### config.mk
export PLATFORM = sky130hd
export DESIGN_NAME = pin5_output
export DESIGN_NICKNAME = d
export VERILOG_FILES = /design/src/pin5_pkg.sv /design/src/pin5_output.sv
export SDC_FILE = /design/constraint.sdc
export NUM_CORES = 1
export LEC_CHECK = 0
export ABC_AREA = 1
export BUFFER_PORTS_ARGS = -buffer_cell sky130_fd_sc_hd__buf_4
export CORE_MARGIN = 2
export CORE_UTILIZATION = 35
export DETAILED_ROUTE_END_ITERATION = 16
export SLEW_MARGIN = 20
export SYNTH_ARGS = -nofsm -noshare
export SYNTH_HDL_FRONTEND = slang
export SYNTH_SLANG_ARGS = --single-unit
### constraint.sdc
create_clock -name aclk -period 4.6 [get_ports aclk]
set_input_delay 0.46 -clock aclk [delete_from_list [all_inputs] [get_ports aclk]]
set_output_delay 0.46 -clock aclk [all_outputs]
set_load 0.05 [all_outputs]
### src/pin5_pkg.sv
// Constants, register map and option codes for the pin five output block.
// Assumes a 200 MHz system clock and a 16-bit scale where 32000 is 100 %.
package pin5_pkg;

    // Clock and frequency output scaling
    localparam int unsigned CLK_HZ       = 200_000_000;
    localparam int unsigned FREQ_FULL_HZ = 10_000;   // Frequency at 100 % flow
    localparam int unsigned SCALE_FULL   = 32_000;   // Raw value for 100 %
    // Accumulator limit: one toggle per limit, so 100 % gives FREQ_FULL_HZ
    localparam logic [28:0] FREQ_LIMIT =
        29'(SCALE_FULL * (CLK_HZ / (2 * FREQ_FULL_HZ)));
    localparam logic [15:0] MEASURE_MAX = 16'(SCALE_FULL);

    // Setpoint thresholds: 1.9 % for analog control, above zero for digital
    localparam int unsigned SP_ANALOG_PERMILLE = 19;
    localparam logic [15:0] SP_ANALOG_MIN =
        16'((SCALE_FULL * SP_ANALOG_PERMILLE + 999) / 1000);
    localparam logic [15:0] SP_DIGITAL_MIN = 16'h0001;

    // Register byte offsets
    localparam logic [7:0] ADDR_CTRL     = 8'h00;
    localparam logic [7:0] ADDR_STATUS   = 8'h04;
    localparam logic [7:0] ADDR_IRQ_STAT = 8'h08;
    localparam logic [7:0] ADDR_IRQ_MASK = 8'h0C;
    localparam logic [7:0] ADDR_SETPOINT = 8'h10;
    localparam logic [7:0] ADDR_MEASURE  = 8'h14;

    // Field positions
    localparam int unsigned CTRL_SWITCH_BIT  = 0;
    localparam int unsigned STAT_PIN_BIT     = 0;
    localparam int unsigned STAT_FAIL_BIT    = 1;
    localparam int unsigned STAT_WAVE_BIT    = 2;
    localparam int unsigned STAT_ANALOG_BIT  = 3;
    localparam int unsigned STAT_OPTION_LSB  = 8;
    localparam int unsigned IRQ_MINMAX_BIT   = 0;
    localparam int unsigned IRQ_COUNTER_BIT  = 1;
    localparam int unsigned IRQ_FAILSAFE_BIT = 2;
    localparam int unsigned IRQ_PIN_BIT      = 3;
    localparam int unsigned IRQ_WIDTH        = 4;

    // Reset values
    localparam logic [3:0] IRQ_MASK_RESET = 4'h0;
    localparam logic       SWITCH_RESET   = 1'b0;

    // Bus responses
    localparam logic [1:0] RESP_OKAY   = 2'h0;
    localparam logic [1:0] RESP_SLVERR = 2'h2;

    // Factory option selection
    typedef enum logic [2:0] {
        OPT_DISABLED      = 3'h0,
        OPT_MINMAX_ALARM  = 3'h1,
        counter_alarm_output_option   = 3'h2,
        setpoint_enabled_output_option = 3'h3,
        OPT_REMOTE_SWITCH = 3'h4,
        frequency_output_option       = 3'h5
    } option_t;

endpackage

### src/pin5_output.sv
// Pin five output driver with AXI4-Lite register access and interrupt.
// Assumes alarm, setpoint, measurement and fail-safe inputs come from
// logic on aclk, and that option_code is strapped before reset release.

module pin5_output
    import pin5_pkg::*;
(
    input  wire logic        aclk,
    input  wire logic        aresetn,
    input  wire logic [7:0]  s_axi_awaddr,
    input  wire logic        s_axi_awvalid,
    output logic             s_axi_awready,
    input  wire logic [31:0] s_axi_wdata,
    input  wire logic [3:0]  s_axi_wstrb,
    input  wire logic        s_axi_wvalid,
    output logic             s_axi_wready,
    output logic [1:0]       s_axi_bresp,
    output logic             s_axi_bvalid,
    input  wire logic        s_axi_bready,
    input  wire logic [7:0]  s_axi_araddr,
    input  wire logic        s_axi_arvalid,
    output logic             s_axi_arready,
    output logic [31:0]      s_axi_rdata,
    output logic [1:0]       s_axi_rresp,
    output logic             s_axi_rvalid,
    input  wire logic        s_axi_rready,
    input  wire logic [2:0]  option_code,
    input  wire logic        minmax_alarm,
    input  wire logic        counter_alarm,
    input  wire logic        analog_control,
    input  wire logic [15:0] setpoint,
    input  wire logic [15:0] measure,
    input  wire logic        failsafe,
    output logic             pin5_o,
    output logic             pin5_oe,
    output logic             irq
);

    option_t               option_q;
    logic [2:0]            opt_sync1_q;   // Strap pin synchroniser stages
    logic [2:0]            opt_sync2_q;
    logic [2:0]            opt_sync3_q;
    logic                  switch_q;
    logic [IRQ_WIDTH-1:0]  irq_stat_q;
    logic [IRQ_WIDTH-1:0]  irq_stat_d;
    logic [IRQ_WIDTH-1:0]  irq_mask_q;
    logic [IRQ_WIDTH-1:0]  irq_clr;
    logic [IRQ_WIDTH-1:0]  events;
    logic                  minmax_prev_q;
    logic                  counter_prev_q;
    logic                  fail_prev_q;
    logic                  pin_prev_q;
    logic                  drive_d;
    logic                  drive_q;
    logic                  wave_q;
    logic [28:0]           acc_q;
    logic [28:0]           acc_sum;
    logic [15:0]           meas_clamped;
    logic                  aw_have_q;
    logic                  w_have_q;
    logic [7:0]            aw_addr_q;
    logic [31:0]           w_data_q;
    logic                  w_en_q;
    logic                  wr_fire;
    logic                  wr_ok;
    logic                  wr_ctrl;
    logic                  wr_clear;
    logic                  wr_mask;
    logic [31:0]           rd_data;
    logic                  rd_ok;

    // Strap pins pass three flip-flops before they are trusted
    always_ff @(posedge aclk)
    begin
        opt_sync1_q <= option_code;
        opt_sync2_q <= opt_sync1_q;
        opt_sync3_q <= opt_sync2_q;
    end

    // Option code is latched while reset is held and never written later
    always_ff @(posedge aclk)
    begin
        if (!aresetn && opt_sync2_q == opt_sync3_q)
            option_q <= option_t'(opt_sync3_q);
    end

    // Clamp measurement to full scale before it feeds the accumulator
    always_comb
    begin
        meas_clamped = (measure > MEASURE_MAX) ? MEASURE_MAX : measure;
        acc_sum      = acc_q + {13'h0000, meas_clamped};
    end

    // Rate accumulator: toggles the wave each time the limit is passed
    always_ff @(posedge aclk)
    begin
        if (!aresetn || option_q != frequency_output_option)
        begin
            acc_q  <= 29'h00000000;
            wave_q <= 1'b1;
        end
        else if (meas_clamped == 16'h0000)
        begin
            acc_q  <= 29'h00000000;   // Zero flow parks the pin released
            wave_q <= 1'b1;
        end
        else if (acc_sum >= FREQ_LIMIT)
        begin
            acc_q  <= acc_sum - FREQ_LIMIT;
            wave_q <= ~wave_q;
        end
        else
        begin
            acc_q <= acc_sum;
        end
    end

    // Pull-down request per installed option
    always_comb
    begin
        case (option_q)
            OPT_DISABLED:
                drive_d = 1'b1;
            OPT_MINMAX_ALARM:
                drive_d = minmax_alarm;
            counter_alarm_output_option:
                drive_d = counter_alarm;
            setpoint_enabled_output_option:
                // Fail-safe deliberately not looked at here
                if (analog_control)
                    drive_d = (setpoint >= SP_ANALOG_MIN);
                else
                    drive_d = (setpoint >= SP_DIGITAL_MIN);
            OPT_REMOTE_SWITCH:
                drive_d = switch_q && !failsafe;
            frequency_output_option:
                drive_d = !wave_q;
            default:
                drive_d = 1'b0;
        endcase
    end

    // Registered pin enable; output level is always low when enabled
    always_ff @(posedge aclk)
    begin
        if (!aresetn)
        begin
            drive_q <= 1'b0;
            pin5_oe <= 1'b0;
            pin5_o  <= 1'b0;
        end
        else
        begin
            drive_q <= drive_d;
            pin5_oe <= drive_d;
            pin5_o  <= 1'b0;
        end
    end

    // Edge history for interrupt events
    always_ff @(posedge aclk)
    begin
        if (!aresetn)
        begin
            minmax_prev_q  <= 1'b0;
            counter_prev_q <= 1'b0;
            fail_prev_q    <= 1'b0;
            pin_prev_q     <= 1'b0;
        end
        else
        begin
            minmax_prev_q  <= minmax_alarm;
            counter_prev_q <= counter_alarm;
            fail_prev_q    <= failsafe;
            pin_prev_q     <= drive_q;
        end
    end

    // Events: alarm rises, fail-safe entry, any pin change
    always_comb
    begin
        events                   = '0;
        events[IRQ_MINMAX_BIT]   = minmax_alarm && !minmax_prev_q;
        events[IRQ_COUNTER_BIT]  = counter_alarm && !counter_prev_q;
        events[IRQ_FAILSAFE_BIT] = failsafe && !fail_prev_q;
        events[IRQ_PIN_BIT]      = drive_q != pin_prev_q;
    end

    // Write decode
    always_comb
    begin
        wr_fire = aw_have_q && w_have_q && !s_axi_bvalid;
        wr_ok   = (aw_addr_q == ADDR_CTRL) || (aw_addr_q == ADDR_STATUS)
               || (aw_addr_q == ADDR_IRQ_STAT) || (aw_addr_q == ADDR_IRQ_MASK)
               || (aw_addr_q == ADDR_SETPOINT) || (aw_addr_q == ADDR_MEASURE);
        wr_ctrl  = wr_fire && w_en_q && (aw_addr_q == ADDR_CTRL);
        wr_clear = wr_fire && w_en_q && (aw_addr_q == ADDR_IRQ_STAT);
        wr_mask  = wr_fire && w_en_q && (aw_addr_q == ADDR_IRQ_MASK);
        irq_clr = '0;
        if (wr_clear)
            irq_clr = w_data_q[IRQ_WIDTH-1:0];
        // A new event in the clearing cycle stays set
        irq_stat_d = (irq_stat_q & ~irq_clr) | events;
    end

    // Interrupt status, mask and output
    always_ff @(posedge aclk)
    begin
        if (!aresetn)
        begin
            irq_stat_q <= '0;
            irq_mask_q <= IRQ_MASK_RESET;
            irq        <= 1'b0;
        end
        else
        begin
            irq_stat_q <= irq_stat_d;
            if (wr_mask)
                irq_mask_q <= w_data_q[IRQ_WIDTH-1:0];
            irq <= |(irq_stat_d & irq_mask_q);
        end
    end

    // Remote switch register
    always_ff @(posedge aclk)
    begin
        if (!aresetn)
            switch_q <= SWITCH_RESET;
        else if (wr_ctrl)
            switch_q <= w_data_q[CTRL_SWITCH_BIT];
    end

    // Write address and data channels, taken in either order
    always_ff @(posedge aclk)
    begin
        if (!aresetn)
        begin
            aw_have_q     <= 1'b0;
            w_have_q      <= 1'b0;
            aw_addr_q     <= 8'h00;
            w_data_q      <= 32'h00000000;
            w_en_q        <= 1'b0;
            s_axi_awready <= 1'b1;
            s_axi_wready  <= 1'b1;
            s_axi_bvalid  <= 1'b0;
            s_axi_bresp   <= RESP_OKAY;
        end
        else
        begin
            if (s_axi_awvalid && s_axi_awready)
            begin
                aw_have_q     <= 1'b1;
                aw_addr_q     <= {s_axi_awaddr[7:2], 2'h0};
                s_axi_awready <= 1'b0;
            end
            if (s_axi_wvalid && s_axi_wready)
            begin
                w_have_q     <= 1'b1;
                w_data_q     <= s_axi_wdata;
                w_en_q       <= s_axi_wstrb[0];
                s_axi_wready <= 1'b0;
            end
            if (wr_fire)
            begin
                aw_have_q    <= 1'b0;
                w_have_q     <= 1'b0;
                s_axi_bvalid <= 1'b1;
                s_axi_bresp  <= wr_ok ? RESP_OKAY : RESP_SLVERR;
            end
            if (s_axi_bvalid && s_axi_bready)
            begin
                s_axi_bvalid  <= 1'b0;
                s_axi_awready <= 1'b1;
                s_axi_wready  <= 1'b1;
            end
        end
    end

    // Read mux; status and monitor words are read only
    always_comb
    begin
        rd_data = 32'h00000000;
        rd_ok   = 1'b1;
        case ({s_axi_araddr[7:2], 2'h0})
            ADDR_CTRL:
                rd_data[CTRL_SWITCH_BIT] = switch_q;
            ADDR_STATUS:
            begin
                rd_data[STAT_PIN_BIT]    = drive_q;
                rd_data[STAT_FAIL_BIT]   = failsafe;
                rd_data[STAT_WAVE_BIT]   = wave_q;
                rd_data[STAT_ANALOG_BIT] = analog_control;
                rd_data[STAT_OPTION_LSB +: 3] = option_q;
            end
            ADDR_IRQ_STAT:
                rd_data[IRQ_WIDTH-1:0] = irq_stat_q;
            ADDR_IRQ_MASK:
                rd_data[IRQ_WIDTH-1:0] = irq_mask_q;
            ADDR_SETPOINT:
                rd_data[15:0] = setpoint;
            ADDR_MEASURE:
                rd_data[15:0] = measure;
            default:
                rd_ok = 1'b0;
        endcase
    end

    // Read address and data channels
    always_ff @(posedge aclk)
    begin
        if (!aresetn)
        begin
            s_axi_arready <= 1'b1;
            s_axi_rvalid  <= 1'b0;
            s_axi_rdata   <= 32'h00000000;
            s_axi_rresp   <= RESP_OKAY;
        end
        else if (s_axi_arvalid && s_axi_arready)
        begin
            s_axi_arready <= 1'b0;
            s_axi_rvalid  <= 1'b1;
            s_axi_rdata   <= rd_data;
            s_axi_rresp   <= rd_ok ? RESP_OKAY : RESP_SLVERR;
        end
        else if (s_axi_rvalid && s_axi_rready)
        begin
            s_axi_rvalid  <= 1'b0;
            s_axi_arready <= 1'b1;
        end
    end

endmodule // pin5_output

==> impl_results.md, run 1 <==
- Number of global-route vias before repair: 6051
- CP Data Arrival Time: 4.36 ns
- Fin crit share: 0.888
- Pwr Density: between 200 and 300 nW/um^2
- Tightest Pin Transition: 0.785 ns
- Slew Viols, Final: 0
- Max-cap viol count: 0
- FF/Latch Area: 1890 sq um
- Post-synth EDFFs: 3
- Post-route ant nets: 0
- Crit path launch type: input port
- Max clock buf depth: 2
- Area of the multi-input gates: 3600 sq um
- Total CTS buffers: 9
- Vias per cell: 4.73
- Worst Path Required: 4.88 ns
- Die width: 138 um
- Async SR Flop Fraction: 0
- Hold crit path type: in2reg
- Seq/Total Area, Yosys: 0.300
- Die Y: 138 um
- CP max stage delay: 0.41 ns
- CTS tree: done
- LEAKAGE: 3.94 nW
- Hold-fix buffers at CTS: 0
- Routed wire length: 17700 um
- Slowest CP cell: fa_1
- Initial drt markers: roughly 430
- Dpl hpwl: 14500 um
- Relative slew slack: 0.472
- First-pass GRT wire length: slightly below 30000 um
- Core Area: 17800 sq um
- Crit. End Element: flip-flop
- Clk_skew: 0.0114 ns
- Clk root buf: clkbuf_16
- Final hold slack: between 0.2 and 0.25 ns
- Layout area overhead: 20.8%
- Unrepaired setup endpoints after global routing: false
- Status: complete, no violations
- Setup TNS: 0 ns
- Pin count of the biggest net entering global routing: 40
- Most frequent cell after synthesis: nand2_1
- Nets: between 1000 and 1500
- Global-route usage over all layers: 0.186
- Layout fillers: 1931
- # H-tree levels: 3
- Most frequent CP cell: nand3_1
- Kind of critical path: in2reg
- Final min period: 4.08 ns
- Routability cong.: 0.889
- Layout cell share with drive strength beyond 1: 0.161
- N_diodes: 0
- Clk Latency, worst-skew pair: 0.35 ns
- Most frequent cells after synthesis: nand2_1 (295), inv_1 (173), nor2_1 (115), dfxtp_1 (90), a21oi_1 (56)
- Drt drc: 0
- Top post-synthesis cells by area: dfxtp_1 (29%), nand2_1 (18%), inv_1 (10%)
- Synth top area share: 0.285
- Wirelength per Cell: about 13 um
- GRT overflow: 0
- Final Hold Fails: 0
- Reg2reg setup slack: 1.21 ns
- CTS Sinks: 93
- Unique cell type count in the Yosys netlist: 47
- Mean Syn Cell Area: 6.16 sq um
- Peak supply drop: 186 uV
- Register bit total from synthesis: between 90 and 100
- Initial Util: 0.354
- IO buf count: 87
- Synthesized cell area: 6310 sq um
- Vias: 6444
- DR pass1 iterations: 5
- Synth warn: 0
- Post-Synthesis Cells: 1024
- Final setup violating endpoints: 0
- Antenna violations before repair: 0
- Largest area contributor in the netlist: dfxtp_1
- Achievable Freq: 0.245 GHz
- Num rows: 49
- Worst-path fanout max: 18
- IO Pins: 142
- Synth Flop Type: dfxtp_1
- Clock-pin transition on the worst setup and hold timing paths: 0.07 ns
- Die area: 19100 sq um
==> routing by layer <==
layer,part of all wire,track usage,up-vias
li1,-,-,3409
met1,0.47,0.250,2865
met2,0.47,0.311,149
met3,0.042,0.0242,21
met4,0.019,0.0602,0
met5,0,0,-
==> what timing repair did <==
action | 4_1_cts | 5_1_grt
setup endpoints to repair | 0 | 2
setup buffers | 0 | 0
gates resized for setup | 0 | 1
==> registers in the layout (all words and copies together), names as in the netlist, 3 cells and up <==
| signal | flops |
|---|---|
| w_data_q | 4 |
| acc_q | 29 |
| opt_sync1_q | 3 |
| opt_sync3_q | 3 |
| irq_mask_q | 4 |
| irq_stat_q | 4 |
| opt_sync2_q | 3 |
| aw_addr_q | 6 |
| s_axi_rdata | 16 |
| option_q | 3 |
==> area by class of cell <==
cell class                      instances  share of cell area
Multi-Input combinational cell        733               0.472
Tap cell                              229              0.0376
Clock inverter                          7              0.0135
Clock buffer                            9              0.0295
Timing Repair Buffer                  108               0.110
Inverter                              183              0.0901
Sequential cell                        93               0.248
==> final timing paths <==
kind                  start        endpoint  cells past startpoint
min reg2reg  opt_sync1_q[2]  opt_sync2_q[2]                      0
max             measure[15]       acc_q[19]                     32
max reg2reg        acc_q[0]       acc_q[19]                     24
min          option_code[2]  opt_sync1_q[2]                      1
==> per-stage QoR <==
stage / util / area, sq um / worst slack (ns) / cells / total power [W]
after floorplan: - / 6380 / 0.567 / 1043 / 0.00113
after global placement: 0.409 / 7290 / 0.164 / 1346 / 0.00124
after detailed placement: 0.409 / 7290 / 0.121 / 1346 / 0.00125
after CTS: 0.427 / 7620 / 0.462 / 1362 / 0.00206
after global routing: 0.427 / 7620 / 0.0361 / 1362 / 0.00213
final: 0.427 / 7620 / 0.515 / 1362 / 0.00203
==> placed cells by master (no fill, tap or decap), drive strengths merged, types with 2 or more instances in the layout <==
cell type	synthesis	layout
nor2	128	128
a31oi	3	3
o22ai	2	2
clkinv	2	5
nor4	12	12
xnor2	4	4
edfxtp	3	3
conb	1	20
o2111ai	2	2
buf	22	108
nand4	27	27
o21ai	38	38
or2	3	3
nand2	317	317
nand3b	2	2
nand3	61	61
nor3	6	6
xor2	6	6
a21oi	58	58
clkbuf	12	9
inv	181	184
o221ai	5	5
o211ai	9	9
dfxtp	90	90
ha	18	18
a22oi	4	4
==> power breakdown <==
group          leakage, nW  internal, W  switching, W
combinational         3.01     0.000121      0.000243
clock                0.160     0.000441      0.000362
sequential           0.766     0.000844     0.0000201
==> logic make-up after synthesis <==
| logic type | after synthesis | share of synthesized area |
|---|---|---|
| DFF | 93 | 0.300 |
| xor gates and xnor gates | 10 | 0.0139 |
| buffers and inverters | 217 | 0.143 |
| and+or+nand+nor | 556 | 0.387 |
| adders and majority gates | 19 | 0.0389 |
| AOI/OAI and AO/OA | 128 | 0.117 |
| other | 1 | 0.000594 |
==> worst max-delay path, delay by kind of cell <==
family | cells | cell delay (ns)
simple gates | 22 | 2.36
fa+ha+maj | 3 | 0.81
compound gates | 1 | 0.14
buf+inv | 6 | 0.57
Power figures use the tool's default switching activity.
==> run 2, diff against run 1 <==
--- a/config.mk
+++ b/config.mk
@@ -10,6 +10,7 @@
 export CORE_MARGIN = 2
 export CORE_UTILIZATION = 35
 export DETAILED_ROUTE_END_ITERATION = 16
+export PLACE_DENSITY = 0.65
 export SLEW_MARGIN = 20
 export SYNTH_ARGS = -nofsm -noshare
 export SYNTH_HDL_FRONTEND = slang
==> impl_results.md, run 2 (synthesis gave the netlist of run 1 again) <==
- Layout area overhead: 19.8%
- Core Area: 17800 sq um
- Worst-case reg-to-reg path depth: 24
- Peak supply drop: 275 uV
- Post-route ant nets: 0
- Relative slew slack: 0.431
- Global-route usage over all layers: 0.183
- Critical path depth: 32
- Top flop regs: acc_q (29), s_axi_rdata (16), aw_addr_q (6)
- IO buf count: 87
- Hold-fix buffers at CTS: 0
- CP max stage delay: 0.41 ns
- First-pass GRT wire length: around 29000 um
- Final min period: 4.06 ns
- CP Data Arrival Time: approximately 4.3 ns
- Die area: roughly 19000 sq um
- Die Y: 138 um
- Clock-pin transition on the worst setup and hold timing paths: 0.07 ns
- Achievable Freq: 0.246 GHz
- Pwr Density: about 260 nW/um^2
- Vias: 6587
- Buf/Inv on CP: 6
- Nets: 1245
- Slew Viols, Final: 0
- # H-tree levels: 3
- Vias per cell: 4.84
- Routability cong.: 0.946
- Clk_skew: about 0.011 ns
- Clk Latency, worst-skew pair: 0.36 ns
- Initial drt markers: 467
- Max clock buf depth: 2
- DR pass1 iterations: 5
- Number of global-route vias before repair: between 6000 and 7000
- Resize count post-CTS: 0
- Hold Path Depth: 1
- IO Pins: 142
- Largest reg by FF count: acc_q
- CP top delay family: simple AND/OR/NAND/NOR gates
- Num rows: just under 50
- Dpl hpwl: approximately 14000 um
- Routed wire length: 17300 um
- Crit path launch type: input port
- Unrepaired setup endpoints after global routing: false
- Initial Util: 0.354
- Drt drc: 0
- Layout cell share with drive strength beyond 1: 0.160
- Crit. End Element: flip-flop
- Final instance area: 7560 sq um
- Worst-path fanout max: 18
- Final hold slack: 0.201 ns
- Most frequent cells in the layout: nand2_1 (295), inv_1 (173), nor2_1 (115)
- N_diodes: 0
- CTS Sinks: 93
- Number of flip-flops in the largest register: 29
- Die width: about 140 um
- Tightest Pin Transition: 0.846 ns
- Clk root buf: clkbuf_16
- Total CTS buffers: 9
- Fin crit share: 0.883
- Hold crit path type: in2reg
- Status: complete, no violations
- Most common cell after layout, fill and taps aside: nand2_1
- Final setup violating endpoints: 0
- Wirelength per Cell: around 13 um
- Max-cap viol count: 0
- Kind of critical path: in2reg
- LEAKAGE: 3.92 nW
- Most frequent CP cell: nand3_1
- Pre-CTS setup slack: 0.227 ns
- Pin count of the biggest net entering global routing: 40
- Slowest CP cell: fa_1
- GRT overflow: 0
- CTS tree: done
- Antenna violations before repair: 0
- Setup bufs post-CTS: 0
- Placed Area: 7280 sq um
- Worst Path Required: slightly below 5 ns
- Setup TNS: 0 ns
- Final WS setup: between 0.5 and 0.6 ns
- Final Hold Fails: 0
## run 2: worst paths after layout
path / from / to / slack (ns)
max: measure[15] / acc_q[19] / 0.54
min: option_code[0] / opt_sync1_q[0] / 0.20
max reg2reg: acc_q[0] / acc_q[19] / 1.27
min reg2reg: opt_sync1_q[1] / opt_sync2_q[1] / 0.33
## run 2: cell type report
| cell class | instances | area, sq um |
|---|---|---|
| Tap cell | 229 | 287 |
| Inverter | 183 | 687 |
| Clock inverter | 6 | 52.6 |
| Timing Repair Buffer | 108 | 823 |
| Multi-Input combinational cell | 733 | 3590 |
| Fill cell | 1908 | 10300 |
| Clock buffer | 10 | 229 |
| Sequential cell | 93 | 1890 |
## run 2: worst register-to-register path: cells and delay by family, from the launching register on
kind | cells | cell delay, ns
AO/OA/AOI/OAI | 1 | 0.16
flip-flops | 1 | 0.32
buffers and inverters | 3 | 0.29
AND/OR/NAND/NOR | 17 | 1.71
adder cells (fa/ha/maj) | 3 | 0.78
## run 2: power breakdown
part,internal [W],switching (W),total (W)
Clock,0.000378,0.000348,0.000726
Sequential,0.000844,0.0000196,0.000864
Combinational,0.000121,0.000244,0.000365
Total,0.00134,0.000612,0.00195
## run 2: layer usage
metal  vias up  wire length, um  global-route usage
met1      2966             7950               0.241
met5         -                0                   0
li1       3418                -                   -
met2       189             8190               0.310
met4         0              225              0.0451
met3        14              985              0.0339
## run 2: per-stage QoR
stage	cells	power [W]	utilization
6_report	1362	0.00195	0.424
3_5_place_dp	1346	0.00124	0.408
2_1_floorplan	1043	0.00113	-
4_1_cts	1362	0.00197	0.424
5_1_grt	1362	0.00204	0.424
3_3_place_gp	1346	0.00124	0.408
